### config.mk
export PLATFORM = sky130hd
export DESIGN_NAME = hwt_regs
export DESIGN_NICKNAME = d
export VERILOG_FILES = /design/src/rtl/hwt_pkg.sv /design/src/rtl/hwt_serial_port.sv /design/src/rtl/hwt_regs.sv
export VERILOG_INCLUDE_DIRS = /design/src /design/src/rtl
export SDC_FILE = /design/constraint.sdc
export NUM_CORES = 1
export LEC_CHECK = 0
export ABC_CLOCK_PERIOD_IN_PS = 13200
export BUFFER_PORTS_ARGS = -buffer_cell sky130_fd_sc_hd__buf_2
export CORE_ASPECT_RATIO = 0.7
export CORE_UTILIZATION = 35
export DETAILED_ROUTE_END_ITERATION = 8
export PLACE_DENSITY = 0.48
export SKIP_LAST_GASP = 1
export SLEW_MARGIN = 10
export SYNTH_ARGS = -nofsm -noshare
export SYNTH_HDL_FRONTEND = slang
export SYNTH_SLANG_ARGS = --single-unit
### constraint.sdc
create_clock -name clk_i -period 13.2 [get_ports clk_i]
set_input_delay 0.66 -clock clk_i [delete_from_list [all_inputs] [get_ports clk_i]]
set_output_delay 0.66 -clock clk_i [all_outputs]
set_load 0.01 [all_outputs]
### src/rtl/hwt_params.svh
// Register map, reset values and widths of the haptic waveform timing registers
`ifndef HWT_PARAMS_SVH
`define HWT_PARAMS_SVH

`define HWT_DW            8
`define HWT_TIME_W        17

`define HWT_OFS_NEG_SUS   8'h0f
`define HWT_OFS_BRAKE     8'h10
`define HWT_OFS_RATED     8'h16
`define HWT_OFS_CLAMP     8'h17
`define HWT_OFS_CAL_COMP  8'h18
`define HWT_OFS_CAL_BEMF  8'h19

`define HWT_RST_NEG_SUS   8'h00
`define HWT_RST_BRAKE     8'h00
`define HWT_RST_RATED     8'h3e
`define HWT_RST_CLAMP     8'h9b
`define HWT_RST_CAL_COMP  8'h0c
`define HWT_RST_CAL_BEMF  8'h6c
`define HWT_RD_UNMAPPED   8'h00

// Serial port device address, arbitrary value
`define HWT_DEV_ADDR      7'h2a

`endif

### src/rtl/hwt_pkg.sv
// Types shared by the haptic waveform timing register block
`include "hwt_params.svh"
package hwt_pkg;

  typedef struct packed {
    logic [`HWT_DW-1:0] addr;
    logic [`HWT_DW-1:0] data;
  } hwt_wr_t;

  typedef struct packed {
    logic signed [`HWT_DW-1:0] amp;
    logic        [`HWT_DW-1:0] steps;
    logic signed [`HWT_DW-1:0] peak;
    logic signed [`HWT_DW-1:0] trough;
  } hwt_seg_t;

  typedef enum logic [2:0] {
    HWT_CLS_IDLE     = 3'h0,
    HWT_CLS_OVERDRV  = 3'h1,
    HWT_CLS_POS_SUS  = 3'h2,
    HWT_CLS_NEG_SUS  = 3'h3,
    HWT_CLS_BRAKE    = 3'h4
  } hwt_cls_t;

  typedef enum logic [5:0] {
    HWT_SP_IDLE = 6'b000001,
    HWT_SP_ADDR = 6'b000010,
    HWT_SP_WACK = 6'b000100,
    HWT_SP_RX   = 6'b001000,
    HWT_SP_TX   = 6'b010000,
    HWT_SP_RACK = 6'b100000
  } hwt_sp_state_t;

endpackage : hwt_pkg

### src/rtl/hwt_serial_port.sv
// Two-wire serial register port: address match, pointer, write strobe, read load
`timescale 1ns/100ps
`include "hwt_params.svh"
module hwt_serial_port (
  // Clock and reset
  input  wire logic                clk_i,
  input  wire logic                sys_rst_i,
  // Pins
  input  wire logic                scl_i,
  input  wire logic                sda_i,
  output logic                     sda_o,
  output logic                     sda_oe_o,
  // Register side
  output logic                     wr_stb_o,
  output hwt_pkg::hwt_wr_t         wr_o,
  output logic [`HWT_DW-1:0]       rd_addr_o,
  input  wire logic [`HWT_DW-1:0]  rd_data_i
);
  import hwt_pkg::*;

  ////////////////////////////////////////////////////////////////////////////
  logic [2:0] scl_q, sda_q;
  always_ff @(posedge clk_i) begin
    if (sys_rst_i) begin
      scl_q <= 3'h7;
      sda_q <= 3'h7;
    end else begin
      scl_q <= {scl_q[1:0], scl_i};
      sda_q <= {sda_q[1:0], sda_i};
    end
  end

  // Edges judged on stages two and three only
  logic scl_rise, scl_fall, start_ev, stop_ev, sda_s;
  assign sda_s    = sda_q[1];
  assign scl_rise = scl_q[1] & ~scl_q[2];
  assign scl_fall = ~scl_q[1] & scl_q[2];
  assign start_ev = scl_q[1] & scl_q[2] & ~sda_q[1] & sda_q[2];
  assign stop_ev  = scl_q[1] & scl_q[2] & sda_q[1] & ~sda_q[2];

  ////////////////////////////////////////////////////////////////////////////
  hwt_sp_state_t      st_q, st_d;
  logic [3:0]         cnt_q, cnt_d;
  logic [`HWT_DW-1:0] sh_q, sh_d, ptr_q, ptr_d;
  logic               rw_q, rw_d, first_q, first_d, ack_q, ack_d, oe_q, oe_d;
  logic               stb_d;
  hwt_wr_t            wr_q, wr_d;
  logic               stb_q;

  always_comb begin
    st_d = st_q; cnt_d = cnt_q; sh_d = sh_q; ptr_d = ptr_q; rw_d = rw_q;
    first_d = first_q; ack_d = ack_q; oe_d = oe_q; stb_d = 1'b0; wr_d = wr_q;
    if (start_ev) begin
      st_d = HWT_SP_ADDR; cnt_d = 4'h0; oe_d = 1'b0;
    end else if (stop_ev) begin
      st_d = HWT_SP_IDLE; oe_d = 1'b0;
    end else if (scl_rise) begin
      case (st_q)
        HWT_SP_ADDR, HWT_SP_RX: begin
          sh_d  = {sh_q[6:0], sda_s};
          cnt_d = cnt_q + 4'h1;
        end
        HWT_SP_RACK: ack_d = ~sda_s;
        default: ;
      endcase
    end else if (scl_fall) begin
      case (st_q)
        HWT_SP_ADDR: if (cnt_q == 4'h8) begin
          if (sh_q[7:1] == `HWT_DEV_ADDR) begin
            st_d = HWT_SP_WACK; oe_d = 1'b1; rw_d = sh_q[0]; first_d = 1'b1;
          end else begin
            st_d = HWT_SP_IDLE;
          end
        end
        HWT_SP_RX: if (cnt_q == 4'h8) begin
          st_d = HWT_SP_WACK; oe_d = 1'b1;
          if (first_q) begin
            ptr_d = sh_q; first_d = 1'b0;
          end else begin
            stb_d = 1'b1; wr_d = '{addr: ptr_q, data: sh_q};
            ptr_d = ptr_q + 8'h01;
          end
        end
        HWT_SP_WACK, HWT_SP_RACK: begin
          if (rw_q && (st_q == HWT_SP_WACK || ack_q)) begin
            st_d = HWT_SP_TX; sh_d = rd_data_i; oe_d = ~rd_data_i[7];
            cnt_d = 4'h1; ptr_d = ptr_q + 8'h01;
          end else if (rw_q) begin
            st_d = HWT_SP_IDLE; oe_d = 1'b0;
          end else begin
            st_d = HWT_SP_RX; oe_d = 1'b0; cnt_d = 4'h0;
          end
        end
        HWT_SP_TX: if (cnt_q == 4'h8) begin
          st_d = HWT_SP_RACK; oe_d = 1'b0;
        end else begin
          sh_d = {sh_q[6:0], 1'b0}; oe_d = ~sh_q[6]; cnt_d = cnt_q + 4'h1;
        end
        default: ;
      endcase
    end
  end

  always_ff @(posedge clk_i) begin
    if (sys_rst_i) begin
      st_q <= HWT_SP_IDLE; cnt_q <= 4'h0; sh_q <= 8'h00; ptr_q <= 8'h00;
      rw_q <= 1'b0; first_q <= 1'b0; ack_q <= 1'b0; oe_q <= 1'b0;
      stb_q <= 1'b0; wr_q <= '0; sda_o <= 1'b0;
    end else begin
      st_q <= st_d; cnt_q <= cnt_d; sh_q <= sh_d; ptr_q <= ptr_d;
      rw_q <= rw_d; first_q <= first_d; ack_q <= ack_d; oe_q <= oe_d;
      stb_q <= stb_d; wr_q <= wr_d; sda_o <= 1'b0;
    end
  end

  assign sda_oe_o  = oe_q;
  assign wr_stb_o  = stb_q;
  assign wr_o      = wr_q;
  assign rd_addr_o = ptr_q;

endmodule : hwt_serial_port

### src/rtl/hwt_regs.sv
// Waveform timing offset, rated voltage, overdrive clamp and calibration registers
//
// Functional notes
// - Negative sustain segments are stretched or cut by the offset times the step interval.
// - The negative sustain offset is a signed two's complement number.
// - Every negative drive value other than the overdrive and brake ones counts as negative sustain.
// - Brake segments are adjusted by the signed brake offset times the step interval.
// - The most negative drive value of a waveform is its brake portion.
// - The brake offset is applied only in open loop and ignored in closed loop.
// - Rated voltage is the closed-loop full-scale reference and resets to 0x3e.
// - Rated voltage is ignored in open loop, where the clamp is the reference.
// - In closed loop, automatic overdrive and braking may drive above rated voltage.
// - Automatic overdrive is limited to the overdrive clamp, which resets to 0x9b.
// - The overdrive clamp is the full-scale reference in open loop.
// - The largest drive value of a waveform is its overdrive portion, never sustain.
`timescale 1ns/100ps
`include "hwt_params.svh"
module hwt_regs (
  // Clock and reset
  input  wire logic                    clk_i,
  input  wire logic                    sys_rst_i,
  // Serial register port pins
  input  wire logic                    scl_i,
  input  wire logic                    sda_i,
  output logic                         sda_o,
  output logic                         sda_oe_o,
  // Playback engine side
  input  wire logic                    open_loop_i,
  input  wire logic [`HWT_DW-1:0]      playback_step_interval_i,
  input  wire logic                    seg_valid_i,
  input  hwt_pkg::hwt_seg_t            seg_i,
  output logic                         seg_valid_o,
  output hwt_pkg::hwt_cls_t            seg_class_o,
  output logic [`HWT_TIME_W-1:0]       seg_time_ms_o,
  // Drive level limiting
  input  wire logic                    auto_period_i,
  input  wire logic [`HWT_DW-1:0]      fb_drive_i,
  output logic [`HWT_DW-1:0]           drive_level_o,
  output logic [`HWT_DW-1:0]           full_scale_ref_o,
  // Calibration engine side
  input  wire logic                    cal_done_i,
  input  wire logic [`HWT_DW-1:0]      cal_comp_i,
  input  wire logic [`HWT_DW-1:0]      calibration_back_emf_result_i,
  output logic [`HWT_DW-1:0]           cal_rated_o,
  output logic                         cal_stale_o
);
  import hwt_pkg::*;

  ////////////////////////////////////////////////////////////////////////////
  logic               wr_stb;
  hwt_wr_t            wr;
  logic [`HWT_DW-1:0] rd_addr, rd_data;

  hwt_serial_port u_port (
    .clk_i     (clk_i),
    .sys_rst_i (sys_rst_i),
    .scl_i     (scl_i),
    .sda_i     (sda_i),
    .sda_o     (sda_o),
    .sda_oe_o  (sda_oe_o),
    .wr_stb_o  (wr_stb),
    .wr_o      (wr),
    .rd_addr_o (rd_addr),
    .rd_data_i (rd_data)
  );

  ////////////////////////////////////////////////////////////////////////////
  logic signed [`HWT_DW-1:0] negative_sustain_offset_q, negative_sustain_offset_d;
  logic signed [`HWT_DW-1:0] brake_time_offset_q, brake_time_offset_d;
  logic [`HWT_DW-1:0]        rated_voltage_q, rated_voltage_d;
  logic [`HWT_DW-1:0]        overdrive_clamp_level_q, overdrive_clamp_level_d;
  logic [`HWT_DW-1:0]        cal_comp_q, cal_comp_d;
  logic [`HWT_DW-1:0]        calibration_back_emf_result_q, calibration_back_emf_result_d;
  logic                      stale_q, stale_d;

  always_comb begin
    negative_sustain_offset_d     = negative_sustain_offset_q;
    brake_time_offset_d           = brake_time_offset_q;
    rated_voltage_d               = rated_voltage_q;
    overdrive_clamp_level_d       = overdrive_clamp_level_q;
    cal_comp_d                    = cal_comp_q;
    calibration_back_emf_result_d = calibration_back_emf_result_q;
    stale_d                       = stale_q;
    if (cal_done_i) begin
      stale_d = 1'b0;
    end
    if (wr_stb) begin
      case (wr.addr)
        `HWT_OFS_NEG_SUS:  negative_sustain_offset_d     = wr.data;
        `HWT_OFS_BRAKE:    brake_time_offset_d           = wr.data;
        `HWT_OFS_RATED: begin
          rated_voltage_d = wr.data;
          stale_d         = 1'b1;
        end
        `HWT_OFS_CLAMP:    overdrive_clamp_level_d       = wr.data;
        `HWT_OFS_CAL_COMP: cal_comp_d                    = wr.data;
        `HWT_OFS_CAL_BEMF: calibration_back_emf_result_d = wr.data;
        default: ;
      endcase
    end
    // Fresh calibration results override a host write in the same cycle
    if (cal_done_i) begin
      cal_comp_d                    = cal_comp_i;
      calibration_back_emf_result_d = calibration_back_emf_result_i;
    end
  end

  always_ff @(posedge clk_i) begin
    if (sys_rst_i) begin
      negative_sustain_offset_q     <= `HWT_RST_NEG_SUS;
      brake_time_offset_q           <= `HWT_RST_BRAKE;
      rated_voltage_q               <= `HWT_RST_RATED;
      overdrive_clamp_level_q       <= `HWT_RST_CLAMP;
      cal_comp_q                    <= `HWT_RST_CAL_COMP;
      calibration_back_emf_result_q <= `HWT_RST_CAL_BEMF;
      stale_q                       <= 1'b0;
    end else begin
      negative_sustain_offset_q     <= negative_sustain_offset_d;
      brake_time_offset_q           <= brake_time_offset_d;
      rated_voltage_q               <= rated_voltage_d;
      overdrive_clamp_level_q       <= overdrive_clamp_level_d;
      cal_comp_q                    <= cal_comp_d;
      calibration_back_emf_result_q <= calibration_back_emf_result_d;
      stale_q                       <= stale_d;
    end
  end

  always_comb begin
    case (rd_addr)
      `HWT_OFS_NEG_SUS:  rd_data = negative_sustain_offset_q;
      `HWT_OFS_BRAKE:    rd_data = brake_time_offset_q;
      `HWT_OFS_RATED:    rd_data = rated_voltage_q;
      `HWT_OFS_CLAMP:    rd_data = overdrive_clamp_level_q;
      `HWT_OFS_CAL_COMP: rd_data = cal_comp_q;
      `HWT_OFS_CAL_BEMF: rd_data = calibration_back_emf_result_q;
      default:           rd_data = `HWT_RD_UNMAPPED;
    endcase
  end

  ////////////////////////////////////////////////////////////////////////////
  // Segment classification and time adjustment
  hwt_cls_t                  cls;
  logic signed [`HWT_DW-1:0] adj;
  logic signed [9:0]         sum;
  logic [8:0]                steps_adj;
  logic [`HWT_TIME_W-1:0]    time_d;

  always_comb begin
    if (seg_i.amp == seg_i.peak && seg_i.amp != 8'sh00) begin
      cls = HWT_CLS_OVERDRV;
    end else if (seg_i.amp == seg_i.trough && seg_i.amp < 8'sh00) begin
      cls = HWT_CLS_BRAKE;
    end else if (seg_i.amp < 8'sh00) begin
      cls = HWT_CLS_NEG_SUS;
    end else if (seg_i.amp > 8'sh00) begin
      cls = HWT_CLS_POS_SUS;
    end else begin
      cls = HWT_CLS_IDLE;
    end
    case (cls)
      HWT_CLS_NEG_SUS: adj = negative_sustain_offset_q;
      HWT_CLS_BRAKE:   adj = open_loop_i ? brake_time_offset_q : 8'sh00;
      default:         adj = 8'sh00;
    endcase
    // Signed extension of the offset; a negative total clips to zero time
    sum       = $signed({2'b00, seg_i.steps}) + 10'(adj);
    steps_adj = sum[9] ? 9'h000 : sum[8:0];
    time_d    = steps_adj * playback_step_interval_i;
  end

  ////////////////////////////////////////////////////////////////////////////
  // Full-scale reference and drive limiting
  logic [`HWT_DW-1:0] ref_d, lim, lvl_d;

  always_comb begin
    ref_d = open_loop_i ? overdrive_clamp_level_q : rated_voltage_q;
    // Auto overdrive and braking may pass rated voltage but never the clamp
    lim   = (open_loop_i || auto_period_i) ? overdrive_clamp_level_q
                                           : rated_voltage_q;
    lvl_d = (fb_drive_i > lim) ? lim : fb_drive_i;
  end

  always_ff @(posedge clk_i) begin
    if (sys_rst_i) begin
      seg_valid_o      <= 1'b0;
      seg_class_o      <= HWT_CLS_IDLE;
      seg_time_ms_o    <= '0;
      full_scale_ref_o <= `HWT_RST_RATED;
      drive_level_o    <= 8'h00;
      cal_rated_o      <= `HWT_RST_RATED;
      cal_stale_o      <= 1'b0;
    end else begin
      seg_valid_o      <= seg_valid_i;
      seg_class_o      <= seg_valid_i ? cls : seg_class_o;
      seg_time_ms_o    <= seg_valid_i ? time_d : seg_time_ms_o;
      full_scale_ref_o <= ref_d;
      drive_level_o    <= lvl_d;
      cal_rated_o      <= rated_voltage_q;
      cal_stale_o      <= stale_d;
    end
  end
endmodule : hwt_regs

Yosys cells after proc, flatten, opt, wreduce, memory -nomap -nowiden
Cells that the tools add are included.
{ "word_totals": {"reg_bits": 147, "in_bits": 72, "elab_cells": 184} }
{ "classes": {"addsub": 3, "mul": 1, "order_cmp": 3, "n_eq_ne": 36, "n_mux": 57, "bitwise_logic": 20, "reduce_logical": 37} }
{ "ops": {"columns": ["op", "count"], "rows": [
  ["8-bit 2-to-1 mux", 18],
  ["8-bit by 5-bit equality test with 1-bit output (second input constant)", 10],
  ["8-bit one-hot mux with 2 select lines", 3],
  ["8-bit one-hot mux with 6 select lines", 1],
  ["4-bit 2-to-1 mux", 7],
  ["7-bit AND reduction", 4],
  ["6-bit 2-to-1 mux", 4],
  ["6-bit one-hot mux with 4 select lines", 1],
  ["6-bit AND reduction", 4],
  ["9-bit by 8-bit multiplier with 17-bit output", 1],
  ["8-bit by 4-bit equality test with 1-bit output (second input constant)", 2],
  ["8-bit equality test", 2],
  ["1-bit NOT", 13],
  ["2-bit 2-to-1 mux", 6],
  ["4-bit by 1-bit inequality test with 1-bit output (second input constant)", 3],
  ["2-bit AND reduction", 6],
  ["2-bit nonzero test", 6],
  ["9-bit by 8-bit adder with 10-bit output", 1],
  ["1-bit 2-to-1 mux", 10],
  ["2-bit by 1-bit inequality test with 1-bit output (second input constant)", 5],
  ["3-bit 2-to-1 mux", 3],
  ["9-bit 2-to-1 mux", 1],
  ["8-bit by 1-bit adder with 8-bit output (second input constant)", 1],
  ["8-bit by 1-bit > comparator with 1-bit output (second input constant)", 1],
  ["32 further kinds", 44]
]} }

Longest topological paths before layout
Gate-level depths: netlist (run 1).
{ "depth": {"ltp_word": 10, "ltp_mapped": 30, "ltp_nobuf": 28} }

Cells and area by module
From an unflattened synthesis (run 1), not the netlist that was laid out.
{ "unflattened": {"hier_cells": 1162, "hier_area_um2": 10342.4} }
{ "by_module_without_submodules": {"columns": ["mod", "instances", "cells_each", "area_per_inst_um2"], "rows": [
  ["hwt_regs", 1, 830, 7348.3],
  ["hwt_serial_port", 1, 332, 2994.1]
]} }

Least setup slack after synthesis (run 1)
Ideal clock, no wire load.
{ "synth_timing": {"path_kind": "in2reg", "start": "input port seg_i[28] (netlist bit)", "end": "register seg_time_ms_o[15]", "setup_time_ns": 0.106, "arrival_ns": 7.211, "required_ns": 13.094, "slack_ns": 5.883, "path_stages": 28, "path_cell_list": "xor2_1 -> nor4_1 -> a31o_2 -> nor3_1 -> and2_1 -> clkbuf_1 -> a22o_1 -> ha_1 -> o21ai_0 -> o21ai_1 -> a21boi_0 -> nor2_1 -> xnor2_4 -> buf_2 -> nand3_1 -> fa_1 -> inv_1 -> fa_1 -> fa_1 -> inv_1 -> fa_1 -> inv_1 -> ha_1 -> o21a_1 -> o211ai_1 -> a211oi_1 -> or4_1 -> o311ai_0"} }
{ "synth_via": {"elab_chain_len": 10, "elab_cells_between_ends": 17, "classes_between": "add/sub (1); mul (1); order compare (2); eq/ne (4); mux (6); reduce/logical (3)"} }
{ "synth_rtl": {"columns": ["element", "line_no", "text"], "rows": [
  ["start: declaration", "hwt_regs.sv:31", "input hwt_pkg::hwt_seg_t seg_i,"],
  ["8-bit by 1-bit > comparator with 1-bit output", "hwt_regs.sv:155", "end else if (seg_i.amp > 8'sh00) begin"],
  ["2-bit 2-to-1 mux", "hwt_regs.sv:155", null],
  ["2-bit 2-to-1 mux", "hwt_regs.sv:153", "end else if (seg_i.amp < 8'sh00) begin"],
  ["3-bit 2-to-1 mux", "hwt_regs.sv:151", "end else if (seg_i.amp == seg_i.trough && seg_i.amp < 8'sh00) begin"],
  ["3-bit 2-to-1 mux *", "hwt_regs.sv:149", "if (seg_i.amp == seg_i.peak && seg_i.amp != 8'sh00) begin"],
  ["3-bit equality test / 3-bit by 2-bit equality test with 1-bit output (equally long branches)", "hwt_regs.sv:160", "case (cls)"],
  ["8-bit one-hot mux with 2 select lines *", "hwt_regs.sv:160", null],
  ["9-bit by 8-bit adder with 10-bit output *", "hwt_regs.sv:166", "sum = $signed({2'b00, seg_i.steps}) + 10'(adj);"],
  ["9-bit 2-to-1 mux *", "hwt_regs.sv:167", "steps_adj = sum[9] ? 9'h000 : sum[8:0];"],
  ["9-bit by 8-bit multiplier with 17-bit output *", "hwt_regs.sv:168", "time_d = steps_adj * playback_step_interval_i;"],
  ["end signal: assignment", "hwt_regs.sv:195", "seg_time_ms_o <= seg_valid_i ? time_d : seg_time_ms_o;"],
  ["end: declaration", "hwt_regs.sv:34", "output logic [`HWT_TIME_W-1:0] seg_time_ms_o,"]
]} }
Every way passes the cells marked *; elsewhere a longest branch is shown, timed or not.
A chain may end at the register's enable or synchronous reset.

Final worst setup path (run 1)
{ "layout_timing": {"start": "input port seg_i[31] (netlist bit)", "end": "register seg_time_ms_o[16]"} }
Same word-level chain as after synthesis.

==> results of run 1 <==
-- kinds of logic after synthesis --
group,synth area share
compound gates,0.1450
flops,0.2902
fa+ha+maj,0.1639
mux,0.1019
buf+inv,0.06133
other cells,0.0003698
simple gates,0.2095
xor+xnor,0.02777
-- placed cells by master, fill, tap and decap left out, drive strengths merged, types with 8 or more instances in the layout --
master,instances
nand2b,21
buf,124
nor3,22
nor3b,9
nand4,8
mux2,18
mux2i,83
a21oi,51
a21boi,8
a22oi,15
o21ai,36
ha,64
a211o,18
nand2,38
inv,87
nor2,129
a21o,9
o211ai,14
nand3,28
dfxtp,147
xor2,14
xnor2,16
a22o,17
nor4,8
a211oi,9
nor2b,32
clkbuf,22
and3,60
fa,43
or2,15
-- path summary, 6_finish.rpt --
path	startpoint	endpoint	slack (ns)	cells after the start
min	u_port.sda_q[0]	u_port.sda_q[1]	0.41	1
max	seg_i[31]	seg_time_ms_o[16]	5.38	29
max reg2reg	brake_time_offset_q[7]	seg_time_ms_o[16]	6.39	25
min reg2reg	u_port.sda_q[0]	u_port.sda_q[1]	0.41	1
-- critical path, delay by kind of cell --
| kind | cells | cell delay, ns |
|---|---|---|
| buf+inv | 6 | 0.65 |
| simple gates | 6 | 1.46 |
| mux | 1 | 0.15 |
| xor+xnor | 2 | 0.76 |
| fa+ha+maj | 6 | 2.63 |
| compound gates | 8 | 1.79 |
-- layer usage --
metal  share of wire  routed length, um
met5               0                  0
met1            0.58              17130
met4          0.0054                160
met3           0.048               1404
met2            0.36              10690
-- power breakdown --
part | switching [mW] | internal, mW
logic | 0.201 | 0.148
registers | 0.0110 | 0.465
clock network | 0.199 | 0.335
total | 0.411 | 0.948
-- per-stage QoR --
step	setup WS, ns	instances	cell area, sq um	total power [mW]
2_1_floorplan	5.883	1144	10140	0.7336
3_3_place_gp	4.923	1579	10950	0.8330
3_5_place_dp	4.732	1579	10950	0.8344
4_1_cts	5.182	1610	11580	1.374
5_1_grt	4.668	1611	11610	1.447
6_report	5.382	1611	11610	1.359
-- area by class of cell --
class,instances,area share
multi-input cells,851,0.5669
flip-flops and latches,147,0.2535
repair buffers,124,0.05669
clock buffers,22,0.04171
well taps,371,0.03999
inverters,87,0.02813
clock inverters,9,0.01304
==> impl_summary.txt, run 1 <==
----------------------------------------------------
[Outcome]
  Result of the run ... finished, final reports clean

[Clocking]
  CTS root buf ... sky130_fd_sc_hd__clkbuf_16
  Clock-pin slew on the worst setup and hold paths ... about 0.060 ns
  Setup Buffers After CTS ... 0
  Hold-fix buffers at CTS ... 0
  Maximum buffer depth of the clock tree ... 2
  Num Clock Sinks ... 147
  Post-CTS resize count ... 0
  Clock latency at the later pin of the worst-skew pair ... 0.44 ns
  Number of buffers created by CTS ... 17
  Number of levels the H-tree was split into ... 4
  TritonCTS clock tree ... yes

[Critical path]
  Startpoint types ... primary input
  Crit end category ... flip-flop
  Cell type of the slowest stage on the worst timing path ... sky130_fd_sc_hd__xnor2_4
  Arrival @ worst endpoint ... between 8 and 9 ns
  Largest stage delay, worst path ... 0.60 ns
  Path type of the worst setup path ... primary input to flip-flop
  Top fanout value on the critical path ... 35
  Critical Path RT ... 13.48 ns

[STA]
  Setup violators final ... 0
  Setup Skew ... 0.008932 ns
  Slew Viols, Final ... 0
  Worst-Margin Slew ... between 1 and 1.5 ns
  Unrepaired setup endpoints after global routing ... false
  Final sum of negative setup slack ... 0 ns
  Hold WS ... ~0.41 ns
  Peak clock frequency supported by timing ... about 130 MHz
  Period minus WS final ... ~7.8 ns
  Number of hold-slack violations in the final timing report ... 0
  Crit share post-route ... 0.5923
  Slew HR ... 0.2950

[Global route]
  Grt met1 use ... 0.3444
  Layer with the highest usage ... met1
  Number of antenna violations at the first check in global routing ... 0
  Total congestion overflow ... 0
  Global-route total usage across every layer ... 0.2069
  Met3 Track Usage GR ... 0.03966
  Global-route wire length before repair ... around 46000 um
  Largest net degree at the start of global routing ... 82
  Number of global-route vias before repair ... roughly 7800
  Met2 GRT Util ... 0.2616

[Power and ir drop]
  Worst vdd ir ... around 63 uV
  Leak pwr ... between 5 and 6 nW
  Cell area power density ... ~120 nW/um^2

[Hold path]
  Tightest Hold Check Type ... flip-flop to flip-flop

[Synth]
  Most numerous cell in the Yosys netlist ... sky130_fd_sc_hd__dfxtp_1
  Register bit count reported by yosys ... between 100 and 150
  Number of synthesized flops with an enable pin ... 0
  Synthesized instance count ... ~1100
  Yosys top cell by area ... sky130_fd_sc_hd__dfxtp_1
  Ranking of synthesized cells by area ... sky130_fd_sc_hd__dfxtp_1 29%, sky130_fd_sc_hd__fa_1 8.5%, sky130_fd_sc_hd__mux2i_1 8.2%
  Cell area after synthesis ... between 10000 and 15000 sq um
  Warnings from Yosys ... 0
  Yosys cell types ... slightly below 70
  Proportion of synthesized chip area in sequential cells ... 0.2902
  Post-Syn Nets ... approximately 1300
  Proportion of netlist area held by the largest area contributor ... 0.2902
  Most used flip-flop cell after synthesis ... sky130_fd_sc_hd__dfxtp_1
  Synth top cells by count ... 147 x sky130_fd_sc_hd__dfxtp_1, 129 x sky130_fd_sc_hd__nor2_1, 87 x sky130_fd_sc_hd__inv_1
  Mapped Avg Cell Area ... 8.863 sq um
  Fraction of registers with async set/reset ... 0

[Finish]
  Fraction of layout instances using a drive strength above 1 ... 0.1613
  Sequential cell area ... just under 3000 sq um
  Antenna diode instance count ... 0
  Layout Nets ... 1407
  Largest register FFs ... 17
  Number of inserted filler cells in the final layout ... approximately 2900
  Synthesis-to-layout area growth ... 14.49%
  Area of combinational cells with multiple inputs ... roughly 6600 sq um
  Most flop-heavy register ... seg_time_ms_o
  Final core area utilization ... 0.4125

[Die]
  DIE WIDTH ... about 210 um
  Total die area ... roughly 30000 sq um
  Core region area ... 28140 sq um
  Starting utilization of the core area ... 0.3603
  Placement row count ... between 50 and 60
  Top-Level Pins ... 120
  DIE HEIGHT ... about 140 um

[Route]
  Routed length per instance ... about 18 um
  Number of nets still failing antenna checks after routing ... 0
  First-pass DRT Iterations ... 6
  Avg Vias per Cell ... 5.145
  Total vias in the final route ... about 8300
  Post-route DRC ... 0
  Detailed Route WL ... between 20000 and 30000 um
  Number of DRC markers after the initial detailed-route iteration ... around 530

[Place]
  Port Buffers ... around 120
  Final estimated routing congestion in global placement ... 0.8426
  Hpwl dp ... approximately 22000 um

[Run]
  Max Cap Violations ... 0

----------------------------------------------------
Power figures use the tool's default switching activity.
==> run 2: changes to the inputs <==
- ABC_AREA: unset -> 1
- ABC_CLOCK_PERIOD_IN_PS: 13200 -> 7050
- PLACE_DENSITY: 0.48 -> 0.51
- clock period: 13.2 -> 7.05 ns (I/O delays scaled with it)
==> run 2 against run 1 <==
Global-route usage decreased by 0.11 points. Via count increased by 10%. Clock skew increased by 0.0039 ns. Critical path depth increased by 8. Count of clock-buffer cells in the layout decreased by 2. Power increased by 85%. Register-to-register slack got worse by 5.4 ns. Critical endpoint is now seg_time_ms_o[15].
==> impl_summary.txt, run 2 <==
----------------------------------------------------
[Outcome]
  Result of the run ... finished, final reports clean

[Finish]
  Final std cells w/o fill ... around 1900
  Largest register FFs ... 17
  Fraction of layout instances using a drive strength above 1 ... 0.1346
  Synthesis-to-layout area growth ... 15.55%
  Top library cells by usage in the layout, fill and taps aside ... 240 x sky130_fd_sc_hd__nand2_1, 219 x sky130_fd_sc_hd__inv_1, 167 x sky130_fd_sc_hd__nor2_1, 147 x sky130_fd_sc_hd__dfxtp_1, 146 x sky130_fd_sc_hd__a21oi_1
  Most common cell after layout, fill and taps aside ... sky130_fd_sc_hd__nand2_1
  Most flop-heavy register ... seg_time_ms_o
  Layout Nets ... approximately 1700
  Antenna diode instance count ... 0

[Power and ir drop]
  Cell area power density ... 221.0 nW/um^2
  Leak pwr ... roughly 5.5 nW
  Power consumption ... roughly 2.5 mW
  Worst vdd ir ... roughly 130 uV

[STA]
  Unrepaired setup endpoints after global routing ... false
  Setup violators final ... 0
  Crit share post-route ... 0.9142
  Setup Skew ... between 0.01 and 0.015 ns
  Slew Viols, Final ... 0
  Period minus WS final ... 6.445 ns
  Peak clock frequency supported by timing ... about 160 MHz
  Number of hold-slack violations in the final timing report ... 0
  Worst-Margin Slew ... 1.157 ns
  Final sum of negative setup slack ... 0 ns
  Slew HR ... 0.2256

[Place]
  Final estimated routing congestion in global placement ... a little under 0.9
  Port Buffers ... roughly 120
  Hpwl dp ... 22880 um
  Placed Cells incl. Taps ... between 1500 and 2000

[Global route]
  Total congestion overflow ... 0
  Met2 GRT Util ... 0.2718
  Global-route wire length before repair ... ~46000 um
  Layer with the highest usage ... met1
  Largest net degree at the start of global routing ... between 60 and 70
  Grt met1 use ... 0.3331
  Global-route total usage across every layer ... 0.2059
  Number of antenna violations at the first check in global routing ... 0
  Number of global-route vias before repair ... 8465
  Met3 Track Usage GR ... 0.04350

[Clocking]
  Num Clock Sinks ... 147
  Clock-pin slew on the worst setup and hold paths ... roughly 0.060 ns
  Maximum buffer depth of the clock tree ... 2
  Setup Buffers After CTS ... 0
  TritonCTS clock tree ... yes
  Hold-fix buffers at CTS ... 0
  Clock latency at the later pin of the worst-skew pair ... 0.43 ns
  CTS root buf ... sky130_fd_sc_hd__clkbuf_16
  Number of levels the H-tree was split into ... 4
  Number of buffers created by CTS ... 17
  Post-CTS resize count ... 0

[Synth]
  Number of synthesized flops with an enable pin ... 0
  Most used flip-flop cell after synthesis ... sky130_fd_sc_hd__dfxtp_1
  Mapped Avg Cell Area ... ~7 sq um
  Register bit count reported by yosys ... about 150
  Ranking of synthesized cells by area ... sky130_fd_sc_hd__dfxtp_1 30%, sky130_fd_sc_hd__nand2_1 9.2%, sky130_fd_sc_hd__fa_1 8.7%
  Synthesized instance count ... about 1400
  Warnings from Yosys ... 0
  Synth top cells by count ... 241 x sky130_fd_sc_hd__nand2_1, 220 x sky130_fd_sc_hd__inv_1, 167 x sky130_fd_sc_hd__nor2_1
  Cell area after synthesis ... 9857 sq um
  Post-Syn Nets ... around 1600
  Most numerous cell in the Yosys netlist ... sky130_fd_sc_hd__nand2_1
  Fraction of registers with async set/reset ... 0
  Yosys cell types ... 44
  Proportion of synthesized chip area in sequential cells ... 0.2986
  Proportion of netlist area held by the largest area contributor ... 0.2986
  Yosys top cell by area ... sky130_fd_sc_hd__dfxtp_1

[Critical path]
  Crit end category ... flip-flop
  Critical Path RT ... between 7 and 8 ns
  Arrival @ worst endpoint ... around 6.8 ns
  Cell type of the slowest stage on the worst timing path ... sky130_fd_sc_hd__fa_1
  Startpoint types ... primary input
  Top fanout value on the critical path ... 6
  Path type of the worst setup path ... primary input to flip-flop
  R2R depth ... 30
  CP dominant cell by count ... sky130_fd_sc_hd__nand2_1
  Largest stage delay, worst path ... 0.54 ns

[Route]
  Post-route DRC ... 0
  Detailed Route WL ... 28650 um
  Routed length per instance ... ~15 um
  Total vias in the final route ... a little over 9000
  Number of nets still failing antenna checks after routing ... 0
  Number of DRC markers after the initial detailed-route iteration ... ~560
  First-pass DRT Iterations ... 5
  Avg Vias per Cell ... between 4 and 5

[Die]
  DIE HEIGHT ... ~140 um
  Total die area ... about 29000 sq um
  Top-Level Pins ... 120
  Core region area ... about 27000 sq um
  Placement row count ... 50
  DIE WIDTH ... 202.6 um
  Starting utilization of the core area ... 0.3622

[Hold path]
  Hold Crit Depth ... 2
  Tightest Hold Check Type ... primary input to flip-flop

[Run]
  Max Cap Violations ... 0

----------------------------------------------------
-- run 2: kinds of logic after synthesis --
| group | synth area share |
|---|---|
| and+or+nand+nor | 0.2331 |
| AOI/OAI and AO/OA | 0.1754 |
| buffers and inverters | 0.1054 |
| DFF | 0.2986 |
| adders and majority gates | 0.1686 |
| xor gates and xnor gates | 0.01866 |
| other | 0.0003804 |
-- run 2: per-layer routing --
| metal | share of wire | vias up |
|---|---|---|
| met5 | 0 | - |
| met4 | 0.0046 | 0 |
| met3 | 0.068 | 10 |
| met2 | 0.37 | 269 |
| met1 | 0.56 | 4187 |
| li1 | - | 4692 |
-- run 2: area by class of cell --
cell class	count	area, sq um
Fill cell	2892	15820
Multi-Input combinational cell	975	5878
Sequential cell	147	2943
Inverter	233	888.4
Timing Repair Buffer	121	613.1
Clock buffer	20	456.7
Tap cell	364	455.4
Clock inverter	12	155.1
-- run 2: worst paths after layout --
kind	start	end	slack [ns]
worst max-delay path	seg_i[31]	seg_time_ms_o[15]	0.60
worst min-delay path	scl_i	u_port.scl_q[0]	0.12
worst max register to register	brake_time_offset_q[0]	seg_time_ms_o[15]	0.98
worst min register to register	u_port.scl_q[0]	u_port.scl_q[1]	0.41
-- run 2: stage by stage --
stage | hold WS [ns] | util | area (sq um) | worst slack, ns
2_1_floorplan | 0.3895 | - | 9857 | 0.9892
3_3_place_gp | 0.3906 | 0.3960 | 10780 | 0.07045
3_5_place_dp | 0.3975 | 0.3960 | 10780 | 0.1016
4_1_cts | 0.1097 | 0.4184 | 11390 | 0.5393
5_1_grt | 0.1118 | 0.4185 | 11390 | 0.07939
6_report | 0.1194 | 0.4185 | 11390 | 0.6047
-- run 2: report_power, final --
| group | total, mW | internal (mW) | switching, mW |
|---|---|---|---|
| logic | 0.680 | 0.255 | 0.425 |
| clock network | 0.948 | 0.576 | 0.372 |
| registers | 0.889 | 0.868 | 0.0218 |
-- run 2: critical path: cells and delay by family --
kind / cells / cell delay, ns
adders and majority gates: 7 / 3.03
and+or+nand+nor: 14 / 1.43
AOI/OAI and AO/OA: 7 / 1.17
buffers and inverters: 8 / 0.61
xor gates and xnor gates: 1 / 0.16
==> run 3: changes to the inputs <==
- ABC_AREA: 1 -> unset
- PLACE_DENSITY: 0.51 -> 0.5
==> run 3 against run 2 <==
Die area grew 2.8%. Non-clock buffer count grew 70. Cell count shrank 10%. Power grew 4.9%. Clock skew shrank 0.00099 ns. First-iteration DRC count grew 6.0%. Routed wire length grew 4.2%. Sequential share of layout area shrank 1.7 points. Global-route usage is essentially flat. Core utilization grew 1.4 points. Critical endpoint is now seg_time_ms_o[13]. Largest cell class unchanged. Highest routed layer unchanged.
==> impl_summary.txt, run 3 (same netlist as run 1, synthesis figures left out) <==
----------------------------------------------------
[Die]
  Starting utilization of the core area ... 0.3603
  Placement row count ... 51
  DIE WIDTH ... approximately 200 um
  DIE HEIGHT ... approximately 140 um
  Top-Level Pins ... 120
  Core region area ... ~28000 sq um
  Total die area ... slightly below 30000 sq um

[Critical path]
  Startpoint types ... primary input
  FF-to-FF Start ... brake_time_offset_q[7]
  Crit end category ... flip-flop
  CP dominant cell by count ... sky130_fd_sc_hd__buf_4
  Top fanout value on the critical path ... 13
  Reg2Reg Setup Slack ... 0.94 ns
  Source of the critical timing path ... seg_i[28]
  Path type of the worst setup path ... primary input to flip-flop
  Cell count along the critical path ... 29
  CP bufs+invs ... 6
  R2R depth ... 23
  End point of the critical path ... seg_time_ms_o[13]
  Arrival @ worst endpoint ... a little over 7 ns
  Gate family responsible for the most delay along the worst path ... adder cells
  Cell type of the slowest stage on the worst timing path ... sky130_fd_sc_hd__fa_1
  Critical Path RT ... 7.35 ns
  Largest stage delay, worst path ... 0.54 ns
  Endpoint of the worst-slack reg-to-reg timing path ... seg_time_ms_o[13]

[Route]
  First-pass DRT Iterations ... 5
  Routed length per instance ... 17.78 um
  Post-route DRC ... 0
  Number of nets still failing antenna checks after routing ... 0
  Avg Vias per Cell ... approximately 5.2
  Detailed Route WL ... roughly 30000 um
  Number of DRC markers after the initial detailed-route iteration ... between 500 and 600
  Total vias in the final route ... just under 9000

[Outcome]
  Result of the run ... finished, final reports clean

[Hold path]
  Tightest Hold Check Type ... primary input to flip-flop

[STA]
  Slew Viols, Final ... 0
  Post-layout worst setup margin ... about 0.26 ns
  Worst-Margin Slew ... ~1.0 ns
  Peak clock frequency supported by timing ... roughly 150 MHz
  Slew HR ... 0.3095
  Setup violators final ... 0
  Setup Skew ... 0.01185 ns
  Number of hold-slack violations in the final timing report ... 0
  Period minus WS final ... 6.793 ns
  Crit share post-route ... 0.9635

[Clocking]
  Number of levels the H-tree was split into ... 4
  Clock latency at the later pin of the worst-skew pair ... 0.44 ns
  Num Clock Sinks ... 147
  TritonCTS clock tree ... yes
  Maximum buffer depth of the clock tree ... 2
  Number of buffers created by CTS ... 17
  Clock-pin slew on the worst setup and hold paths ... 0.07 ns
  Hold-fix buffers at CTS ... 0
  CTS root buf ... sky130_fd_sc_hd__clkbuf_16

[Finish]
  Synthesis-to-layout area growth ... 19.99%
  Antenna diode instance count ... 0
  Final core area utilization ... 0.4324
  Top library cells by usage in the layout, fill and taps aside ... 147 x sky130_fd_sc_hd__dfxtp_1, 128 x sky130_fd_sc_hd__nor2_1, 117 x sky130_fd_sc_hd__buf_2, 87 x sky130_fd_sc_hd__inv_1, 83 x sky130_fd_sc_hd__mux2i_1
  Fraction of layout instances using a drive strength above 1 ... 0.2124
  Layout Nets ... 1475
  Most flop-heavy register ... seg_time_ms_o
  Largest register FFs ... 17
  Most common cell after layout, fill and taps aside ... sky130_fd_sc_hd__dfxtp_1
  Number of inserted filler cells in the final layout ... 2852

[Global route]
  Number of antenna violations at the first check in global routing ... 0
  Number of global-route vias before repair ... 8264
  Global-route total usage across every layer ... 0.2056
  Total congestion overflow ... 0
  Global-route wire length before repair ... 46710 um
  Largest net degree at the start of global routing ... 165

[Place]
  Hpwl dp ... roughly 23000 um
  Pre-CTS setup slack ... -0.4400 ns
  Port Buffers ... approximately 120
  Final estimated routing congestion in global placement ... between 0.8 and 0.9

[Power and ir drop]
  Leak pwr ... between 5 and 6 nW
  Cell area power density ... 217.1 nW/um^2
  Power consumption ... 2.642 mW
  Worst vdd ir ... ~140 uV

[Run]
  Max Cap Violations ... 0

----------------------------------------------------
==> run 3: changes by cell type in the layout (fill, tap and decap cells not counted), moves of 32 or more <==
cell and change:
sky130_fd_sc_hd__a21oi_1 -97, sky130_fd_sc_hd__inv_1 -132, sky130_fd_sc_hd__buf_4 +70, sky130_fd_sc_hd__nor2_1 -39
sky130_fd_sc_hd__nand2_1 -202, sky130_fd_sc_hd__mux2i_1 +83, sky130_fd_sc_hd__nor2b_1 +32, sky130_fd_sc_hd__and3_1 +60
sky130_fd_sc_hd__o21ai_0 -86
==> run 3: cell type report <==
type	count	area, sq um	share of cell area
multi-input combinational	852	6650	0.5466
sequential	147	2943	0.2419
timing repair buffer	191	1154	0.09482
clock buffer	23	478.0	0.03928
tap	371	464.2	0.03815
inverter	87	326.6	0.02684
clock inverter	9	151.4	0.01244
==> run 3: worst min path at each step <==
stage	depth (start not counted)	endpoint	startpoint	slack [ns]
2_1_floorplan	1	u_port.scl_q[1]	u_port.scl_q[0]	0.39
3_3_place_gp	1	u_port.sda_q[1]	u_port.sda_q[0]	0.40
3_5_place_dp	1	u_port.sda_q[1]	u_port.sda_q[0]	0.40
4_1_cts	2	u_port.sda_q[0]	sda_i	0.08
5_1_grt	2	u_port.sda_q[0]	sda_i	0.1
6_report	2	u_port.sda_q[0]	sda_i	0.10
==> run 3: report_power, final <==
part           total (mW)  switching [mW]  leakage [nW]  internal, mW
Sequential          0.890          0.0205          1.20         0.870
Clock               0.992           0.372         0.307         0.620
Combinational       0.759           0.399          4.12         0.360
==> run 3: stage by stage <==
step	hold slack, ns	setup TNS [ns]	instance area, sq um	std cells
2_1_floorplan	0.3895	0	10140	1144
5_1_grt	0.09920	-0.01159	12170	1680
6_report	0.1030	0	12170	1680
3_5_place_dp	0.4048	-2.322	11450	1644
4_1_cts	0.08173	0	12080	1676
3_3_place_gp	0.4001	-0.7773	11450	1644
==> run 3: what timing repair did <==
| item | CTS | global route |
|---|---|---|
| setup buffers | 0 | 3 |
| gates resized for setup | 0 | 15 |
| setup endpoints to repair | 0 | 10 |
==> run 3: layer usage <==
metal | up-vias | part of all wire | global-route usage
met5 | - | 0 | 0
met4 | 0 | 0.0072 | 0.04522
met3 | 18 | 0.072 | 0.04799
met2 | 273 | 0.37 | 0.2676
met1 | 4144 | 0.55 | 0.3281
li1 | 4322 | - | -
